<file path="src/common/msf_pkg.sv">
`default_nettype none
package msf_pkg;
  localparam int DATA_W = 16;
  localparam int ADDR_W = 8;
  localparam int FLAG_N = 6;
  localparam int CURR_W = 11;
  localparam int HALF_W = 8;
  // Register offsets
  localparam logic [7:0] OFS_FAULT_FLAGS = 8'h00;
  localparam logic [7:0] OFS_SPEED = 8'h01;
  localparam logic [7:0] OFS_PERIOD = 8'h02;
  localparam logic [7:0] OFS_VEL_CONST = 8'h03;
  localparam logic [7:0] OFS_PEAK_CURR = 8'h04;
  localparam logic [7:0] OFS_POS_SUPPLY = 8'h05;
  // Fault flag bit positions
  localparam int BIT_HW_CURRENT_LIMIT = 0;
  localparam int BIT_SPEED_ABNORMAL = 1;
  localparam int BIT_VEL_CONST_ABNORMAL = 2;
  localparam int BIT_NO_MOTOR = 3;
  localparam int BIT_OPEN_LOOP_STUCK = 4;
  localparam int BIT_CLOSED_LOOP_STUCK = 5;
  localparam int BIT_FAULT_RSVD = 6;
  // Reset values
  localparam logic [15:0] RST_WORD = 16'h0000;
  localparam logic [5:0] RST_FLAGS = 6'h00;
  // Scaling of readback words, for software
  localparam int SPEED_DIV = 10;
  localparam int PERIOD_MUL_US = 10;
  localparam int VEL_CONST_DIV_A = 2;
  localparam int VEL_CONST_DIV_B = 1090;
  localparam int CURR_OFFSET = 1023;
  localparam int CURR_DIV = 512;
  localparam int CURR_MUL = 3;
endpackage : msf_pkg
`default_nettype wire

</file>
<file path="src/msf_status_regs.sv">
// Overview of operation
// - Six sticky lock-fault flags, bits five to zero
// - Speed word at 0x01, hertz is value/10
// - Period word at 0x02, microseconds is value*10
// - Velocity constant word at 0x03, value/2/1090
// - Peak current eleven bits at 0x04
// - Peak current bits 15:11 read zero
// - Feedback words reset zero, ignore writes
`default_nettype none
module msf_status_regs
  import msf_pkg::*;
(
  // Clock and reset
  input wire logic mclk,
  input wire logic reset,
  // Register access from the two-wire interface engine
  input wire logic reg_wr_en,
  input wire logic reg_rd_en,
  input wire logic [ADDR_W-1:0] reg_addr,
  input wire logic [DATA_W-1:0] reg_wdata,
  output logic [DATA_W-1:0] reg_rdata,
  output logic reg_rd_valid,
  // Fault events from the motor control core
  input wire logic [FLAG_N-1:0] fault_event,
  // Live measurements from the motor control core
  input wire logic [DATA_W-1:0] speed_value,
  input wire logic [DATA_W-1:0] period_value,
  input wire logic [DATA_W-1:0] velocity_const_value,
  input wire logic [CURR_W-1:0] peak_current_value,
  input wire logic [HALF_W-1:0] initial_position_estimate,
  input wire logic [HALF_W-1:0] supply_level_value,
  // Flag state for the core
  output logic [FLAG_N-1:0] fault_flags
);

  logic [DATA_W-1:0] motor_speed_readback;
  logic [DATA_W-1:0] motor_period_readback;
  logic [DATA_W-1:0] velocity_constant_readback;
  logic [CURR_W-1:0] peak_current_readback;
  logic [DATA_W-1:0] position_and_supply_readback;

  wire sel_fault = (reg_addr == OFS_FAULT_FLAGS);
  wire sel_speed = (reg_addr == OFS_SPEED);
  wire sel_period = (reg_addr == OFS_PERIOD);
  wire sel_vel = (reg_addr == OFS_VEL_CONST);
  wire sel_curr = (reg_addr == OFS_PEAK_CURR);
  wire sel_pos = (reg_addr == OFS_POS_SUPPLY);

  // Write-one-to-clear mask; reserved bit six has no storage
  wire [FLAG_N-1:0] clear_mask = (reg_wr_en && sel_fault) ? reg_wdata[FLAG_N-1:0] : RST_FLAGS;
  // Set wins over a clear in the same cycle
  wire [FLAG_N-1:0] next_fault_flags = (fault_flags & ~clear_mask) | fault_event;

  wire [DATA_W-1:0] fault_word = {{(DATA_W-FLAG_N){1'b0}}, fault_flags};
  wire [DATA_W-1:0] curr_word = {{(DATA_W-CURR_W){1'b0}}, peak_current_readback};
  wire [DATA_W-1:0] next_reg_rdata =
    sel_fault  ? fault_word :
    sel_speed  ? motor_speed_readback :
    sel_period ? motor_period_readback :
    sel_vel    ? velocity_constant_readback :
    sel_curr   ? curr_word :
    sel_pos    ? position_and_supply_readback : RST_WORD;

  always_ff @(posedge mclk) begin
    if (reset) begin
      fault_flags <= RST_FLAGS;
    end else begin
      fault_flags <= next_fault_flags;
    end
  end

  // Feedback words track the core; bus writes never reach them
  always_ff @(posedge mclk) begin
    if (reset) begin
      motor_speed_readback <= RST_WORD;
      motor_period_readback <= RST_WORD;
      velocity_constant_readback <= RST_WORD;
      peak_current_readback <= RST_WORD[CURR_W-1:0];
      position_and_supply_readback <= RST_WORD;
    end else begin
      motor_speed_readback <= speed_value;
      motor_period_readback <= period_value;
      velocity_constant_readback <= velocity_const_value;
      peak_current_readback <= peak_current_value;
      position_and_supply_readback <= {initial_position_estimate, supply_level_value};
    end
  end

  always_ff @(posedge mclk) begin
    if (reset) begin
      reg_rdata <= RST_WORD;
      reg_rd_valid <= 1'b0;
    end else begin
      reg_rd_valid <= reg_rd_en;
      if (reg_rd_en) begin
        reg_rdata <= next_reg_rdata;
      end
    end
  end
endmodule : msf_status_regs
`default_nettype wire

</file>
<file path="config.mk">
export PLATFORM = sky130hd
export DESIGN_NAME = msf_status_regs
export DESIGN_NICKNAME = d
export VERILOG_FILES = /design/src/common/msf_pkg.sv /design/src/msf_status_regs.sv
export SDC_FILE = /design/constraint.sdc
export NUM_CORES = 1
export LEC_CHECK = 0
export ABC_CLOCK_PERIOD_IN_PS = 1630
export BUFFER_PORTS_ARGS = -buffer_cell sky130_fd_sc_hd__buf_2
export CAP_MARGIN = 20
export CORE_UTILIZATION = 44
export DETAILED_ROUTE_END_ITERATION = 12
export HOLD_SLACK_MARGIN = 0.06
export PLACE_DENSITY_LB_ADDON = 0.08
export SLEW_MARGIN = 10
export SYNTH_ARGS = -nofsm -noshare
export SYNTH_HDL_FRONTEND = slang
export SYNTH_SLANG_ARGS = --single-unit
</file>
<file path="constraint.sdc">
create_clock -name mclk -period 1.63 [get_ports mclk]
set_clock_uncertainty 0.05 [all_clocks]
set_input_delay 0.4075 -clock mclk [delete_from_list [all_inputs] [get_ports mclk]]
set_output_delay 0.4075 -clock mclk [all_outputs]
set_load 0.1 [all_outputs]
</file>
==> results of run 1 <==
## cell families (layout without fill, tap and decap cells)
logic type,Yosys count,after routing
AO/OA/AOI/OAI,69,69
buffers and inverters,27,165
multiplexers,12,12
AND/OR/NAND/NOR,156,156
flip-flops,98,98
## cells in the final DEF, fill, tap and decap left out, drive strengths merged, types with 4 or more instances in the layout
| cell | synthesis | routed |
|---|---|---|
| buf | 8 | 131 |
| dfxtp | 98 | 98 |
| nor2b | 82 | 82 |
| clkbuf | 17 | 26 |
| nand2 | 24 | 24 |
| a21oi | 23 | 23 |
| nor2 | 19 | 19 |
| o21ai | 8 | 8 |
| nand3b | 7 | 7 |
| mux2i | 7 | 7 |
| nand2b | 6 | 6 |
| a221oi | 6 | 6 |
| nand4 | 6 | 6 |
| mux2 | 5 | 5 |
| nand3 | 5 | 5 |
| a22oi | 5 | 5 |
| o32a | 5 | 5 |
| a32o | 4 | 4 |
## power breakdown
| group | internal, mW | switching, mW | leakage, nW | total (mW) |
|---|---|---|---|---|
| Clock | 0.712 | 0.808 | 0.0925 | 1.52 |
| Sequential | 2.50 | 0.0366 | 0.813 | 2.54 |
| Combinational | 0.261 | 0.311 | 1.13 | 0.572 |
## sequential cells by signal, indices dropped and copies added (netlist names)
| signal | cells |
|---|---|
| peak_current_readback | 11 |
| motor_period_readback | 16 |
| position_and_supply_readback | 16 |
| reg_rdata | 16 |
| velocity_constant_readback | 16 |
| motor_speed_readback | 16 |
| fault_flags | 6 |
| reg_rd_valid | 1 |
## cell usage after synthesis, types with 6 or more instances
cell / n
nor2b_1: 82
nand3b_1: 7
o21ai_0: 8
mux2i_1: 7
dfxtp_1: 98
nand4_1: 6
clkbuf_1: 17
nor2_1: 19
a21oi_1: 23
a221oi_1: 6
nand2_1: 24
nand2b_1: 6
## how the worst max path moves through the flow
| stage | from | to | slack (ps) | cells past startpoint |
|---|---|---|---|---|
| floorplan | fault_flags[4] | reg_rdata[4] | 8 | 4 |
| global placement | reg_addr[6] | reg_rdata[7] | -90 | 6 |
| detailed placement | reg_addr[6] | reg_rdata[7] | -100 | 6 |
| CTS | reg_rdata[10] | reg_rdata[10] | 1 | 1 |
| global route | reg_rdata[13] | reg_rdata[13] | 5 | 1 |
| finish | reg_rdata[1] | reg_rdata[1] | 40 | 1 |
## timing repair
action / CTS / global route
buffers inserted: 0 / 0
endpoints found under the setup margin: 2 / 16
pin swaps: 0 / 0
resized for setup: 2 / 16
## per-layer routing
metal,vias up,part of all wire
met5,-,0
met4,0,0.011
met1,1283,0.51
met2,91,0.42
li1,1515,-
met3,10,0.065
## final cells by class
class | count | area [µm²]
flip-flops and latches | 98 | 1960
clock buffers | 10 | 128
repair buffers | 147 | 896
multi-input cells | 237 | 1520
well taps | 102 | 128
clock inverters | 6 | 67.6
fillers | 710 | 3100
inverters | 2 | 7.51
## stage by stage
stage | TNS (ps) | utilization | hold slack, ps | area [µm²] | power, mW
final | 0 | 0.603 | 206 | 4710 | 4.63
after global routing | 0 | 0.603 | 183 | 4710 | 4.84
after CTS | 0 | 0.598 | 193 | 4670 | 4.67
after detailed placement | -1390 | 0.572 | 399 | 4470 | 3.17
after global placement | -1150 | 0.572 | 387 | 4470 | 3.16
after floorplan | 0 | - | 398 | 3600 | 2.92
==> reports/qor.yml, run 1 <==
number_of_global_route_vias_before_repair: 2588
synth-xor-area-share: 0
instances_no_fill: 602
fp.dieW_um: 92.4
drt_wl_total_um: 7940
worst-endpoint-arrival_ps: 1130
dpl_worst_slack_ps: -98.6
routedWlPerCell_um: 13.2
static_power_due_to_leakage_nw: 2.04
worstHoldEndpoint: "motor_period_readback[7]"
worstSetupStartpointType: "register"
max_slew_headroom_at_the_worst_pin: 0.674
synth_top_family_by_area: "simple AND/OR/NAND/NOR gates"
pwr_density_cell_nw_per_um2: 984
regToRegEndpoint: "reg_rdata[2]"
floorplan.io_pins: 132
synth_nets: 471
floorplan.die_area_um2: 8530
met2_usage: 0.273
grt.total_usage: 0.190
grt_setup_unrepaired: "false"
synth_top_cell_by_area: "dfxtp_1"
crit_chain: "buf_2"
synthesis.instances: 362
effective_utilization_at_floorplan: 0.460
critical_path_required_ps: 1170
tritoncts_clock_tree: "yes"
yosys.area_share.adder: 0
insertedDiodeCount: 0
synth-edff-count: 0
area_share_of_the_largest_cell_type_after_synthesis: 0.546
timing.final.ws_setup_ps: 40.1
dpl.hpwl_um: 5770
antenna_violations_before_repair: 0
synth.yosys.warnings: 0
grt_start_max_net_pins: 83
synthSimpleGateAreaFrac: 0.252
synth.top_cells.by_area: "dfxtp_1, nor2b_1, a21oi_1"
timing.setup.critical_path_class: "reg2out"
yosys_cell_types: 39
cts-root-to-sink-buffers: 2
tritoncts.num_buffers: 9
crit-reg2reg-launch: "fault_flags[2]"
vdd.ir_drop.worst_uv: 461
worstHoldPathCells: 2
grt-ovfl-total: 0
drive_above_1_share: 0.344
clockRootBuffer: "clkbuf_8"
worst_path_dominant_cell_family: "buffers and inverters"
number_of_nets_with_antenna_violations_after_detailed_routing: 0
synth.mux.area_fraction: 0.0352
min-delay-path-class: "in2reg"
ff2ff_setup_slack_ps: 460
period_share: 0.975
grt_pass1_wl_um: 12400
io_buffer_count: 121
dp_cells: 586
worst-r2r-cell-count: 4
min-delay-start: "period_value[7]"
core_region_area_um2: 7810
clock_tree.htree_level_count: 3
max_clock_freq_ghz: 0.629
critical_path.endpoint_type: "output pin"
critical_path_cell_with_the_highest_stage_delay: "buf_2"
cts.reportedPaths.clkPinSlew_ps: 90
last_weighted_congestion_value_of_the_routability_driven_placer: 0.747
drt_drc_violations_left: 0
postSynth.asyncResetShare: 0
synthesis.area_um2: 3590
timing.critical_path.slowest_cell_delay_ps: 430
grt-busiest-layer: "met2"
num-nets-final: 604
max_slew.worst_pin.slew_ps: 492
synth-main-ff-cell: "dfxtp_1"
synth_compound_gate_area_share: 0.135
synth_seq_cells: 98
tritoncts_num_sinks: 98
syn2layout_area_growth_pct: 30.9
worstSkewPairLatency_ps: 350
finalHoldViolations: 0
std_cell_rows: 32
drtPass1Iterations: 4
drt-vias-per-instance: 4.82
met1_usage: 0.272
period_minus_slack_ps: 1590
worst-path-buf-inv: 1
synth_seq_area_share: 0.546
outcome: "finished clean"
timing_max_transition_violations_final: 0
timing.final.setup_violations: 0
groute.layer.met3.usage: 0.0575
hold_buffers: 0
cap_violations: 0
syn_avg_cell_area_um2: 9.93
critical_path_peak_fanout: 2
dr_total_vias: 2899
drt_iter0_drc: 130
die_y_um: 92.4
No activity file was read; power rests on OpenSTA's default activity.
==> run 2: changes to the inputs <==
ABC_CLOCK_PERIOD_IN_PS = 1400   (was 1630)
CORE_MARGIN = 3   (was default)
CTS_CLUSTER_SIZE = 28   (was default)
clock period = 1.4 ns   (was 1.63 ns; I/O delays follow)
==> run 2 against run 1 <==
  * Setup slack gained 2.3 ps
  * Combinational power is 26% higher
  * Largest cell class unchanged
  * Final cell count increased by 1.3%
==> reports/qor.yml, run 2 (synthesized netlist as in run 1, its figures left out) <==
outcome: "finished clean"
critical_path.endpoint_type: "output pin"
timing.setup.critical_path_class: "reg2out"
drt_wl_total_um: 8420  # +6.0%
number_of_global_route_vias_before_repair: 2804  # +8.3%
pwr_density_cell_nw_per_um2: 1060  # +7.8%
floorplan.die_area_um2: 9290  # +8.8%
worst_path_dominant_cell_family: "flip-flops"
tritoncts_num_sinks: 98  # unchanged
clockRootBuffer: "clkbuf_8"
drt-vias-per-instance: 4.83  # +0.25%
floorplan.io_pins: 132  # unchanged
grt-ovfl-total: 0  # unchanged
drtPass1Iterations: 4  # unchanged
proportion_of_power_drawn_by_flip_flops_and_latches: 0.552  # +0.003
critical_path_cell_with_the_highest_stage_delay: "dfxtp_1"
routedWlPerCell_um: 13.8  # +4.6%
syn2layout_area_growth_pct: 41.1
multi_input_area_um2: 1520  # +0.16%
io_buffer_count: 121  # unchanged
cap_violations: 0  # unchanged
drt_drc_violations_left: 0  # unchanged
effective_utilization_at_floorplan: 0.458  # -0.00235
timing.critical_path.slowest_cell_delay_ps: 410  # -20 ps
timing.final.setup_violations: 0  # unchanged
grt.total_usage: 0.185  # -0.00472
seq_area_um2: 1980  # +0.70%
drive_above_1_share: 0.380  # +0.0359
min-delay-path-class: "in2reg"
dpl.hpwl_um: 6430  # +11%
dr_total_vias: 2945  # +1.6%
mostFrequentLayoutCells: "buf_2, dfxtp_1, nor2b_1"
netSwitchingPower_mw: 1.32  # +14%
worstSetupStartpointType: "register"
cellInternalPower_mw: 4.06  # +17%
core_region_area_um2: 7850  # +0.51%
number_of_nets_with_antenna_violations_after_detailed_routing: 0  # unchanged
vdd.ir_drop.worst_uv: 649  # +41%
crit_chain: "buf_12"
clockPowerShare: 0.314  # -0.014
static_power_due_to_leakage_nw: 2.16  # +5.9%
grt_start_max_net_pins: 83  # unchanged
max_clock_freq_ghz: 0.737
worst-path-buf-inv: 1  # unchanged
num-nets-final: 613  # +1.5%
worst-endpoint-arrival_ps: 960  # -170 ps
combinationalPowerShare: 0.134  # +0.011
cts_setup_buffers: 0  # unchanged
placedInstanceArea_um2: 4870  # +9.0%
cts.reportedPaths.clkPinSlew_ps: 90  # about the same
stdcell_area_um2: 5070  # +7.8%
max_slew_headroom_at_the_worst_pin: 0.769  # +0.0954
insertedDiodeCount: 0  # unchanged
critical_path_required_ps: 1000  # -170 ps
netSwitchingFraction: 0.245  # -0.00404
drt_iter0_drc: 63  # -52%
hold_buffers: 0  # unchanged
finalHoldViolations: 0  # unchanged
critical_path_peak_fanout: 3  # +1
clock_tree.htree_level_count: 3  # unchanged
tritoncts_clock_tree: "yes"
period_share: 0.970
fin_tns_setup_ps: 0  # unchanged
period_minus_slack_ps: 1360
dpl_worst_slack_ps: -293  # -195 ps
grt_setup_unrepaired: "false"
last_weighted_congestion_value_of_the_routability_driven_placer: 0.835  # +12%
die_y_um: 96.4  # +4.3%
fp.dieW_um: 96.4  # +4.3%
antenna_violations_before_repair: 0  # unchanged
timing_max_transition_violations_final: 0  # unchanged
worstSkewPairLatency_ps: 350  # about the same
tritoncts.num_buffers: 9  # unchanged
cts-root-to-sink-buffers: 2  # unchanged
filler_cell_count: 690  # -2.8%
ff2ff_setup_slack_ps: 210  # -250 ps
final_common_cell: "buf_2"
max_slew.worst_pin.slew_ps: 345  # -147 ps
timing.final.ws_setup_ps: 42.3  # +2.28 ps
std_cell_rows: 32  # unchanged
finished_core_util: 0.646  # +0.0435
grt_pass1_wl_um: 13000  # +5.0%
-- run 2: changes by cell type in the layout (fill, tap and decap cells not counted), sizes merged --
cell	change
buf	+25
bufinv	-1
clkbuf	-14
clkinv	-2
-- run 2: layer usage --
layer  vias up  part of all wire  GRT usage
met4         0             0.014     0.0666
met2        91              0.44      0.286
li1       1525                 -          -
met3        13             0.078     0.0519
met1      1316              0.47      0.248
met5         -                 0          0
-- run 2: path summary, 6_finish.rpt --
check / from / to / depth (start not counted)
hold reg to reg: motor_speed_readback[10] / reg_rdata[10] / 2
hold / removal: initial_position_estimate[0] / position_and_supply_readback[8] / 2
setup / recovery: reg_rdata[7] / reg_rdata[7] / 1
setup reg to reg: fault_flags[4] / reg_rdata[4] / 4
-- run 2: cell type report --
class                      count  share of cell area
sequential                    98               0.390
multi-input combinational    237               0.300
timing repair buffer         156               0.247
clock buffer                  12              0.0326
tap                          102              0.0252
clock inverter                 3             0.00469
inverter                       2             0.00148
-- run 2: repair_timing --
action,4_1_cts,5_1_grt
gates resized for setup,3,6
pin swaps,0,0
cloned,0,0
setup endpoints to repair,3,7
-- run 2: stage by stage --
step | total power, mW | std cells | hold slack (ps)
2_1_floorplan | 3.41 | 362 | 398
3_3_place_gp | 3.75 | 595 | 403
3_5_place_dp | 3.76 | 595 | 410
4_1_cts | 5.44 | 610 | 123
5_1_grt | 5.62 | 610 | 134
6_report | 5.38 | 610 | 148
-- run 2: power by group through the flow --
stage                     registers (mW)  clock network (mW)  logic, mW
after floorplan                     3.12                   0      0.285
after global placement              3.03                   0      0.713
after detailed placement            3.03                   0      0.724
after CTS                           2.97                1.74      0.728
after global routing                2.98                1.85      0.790
final                               2.97                1.69      0.723
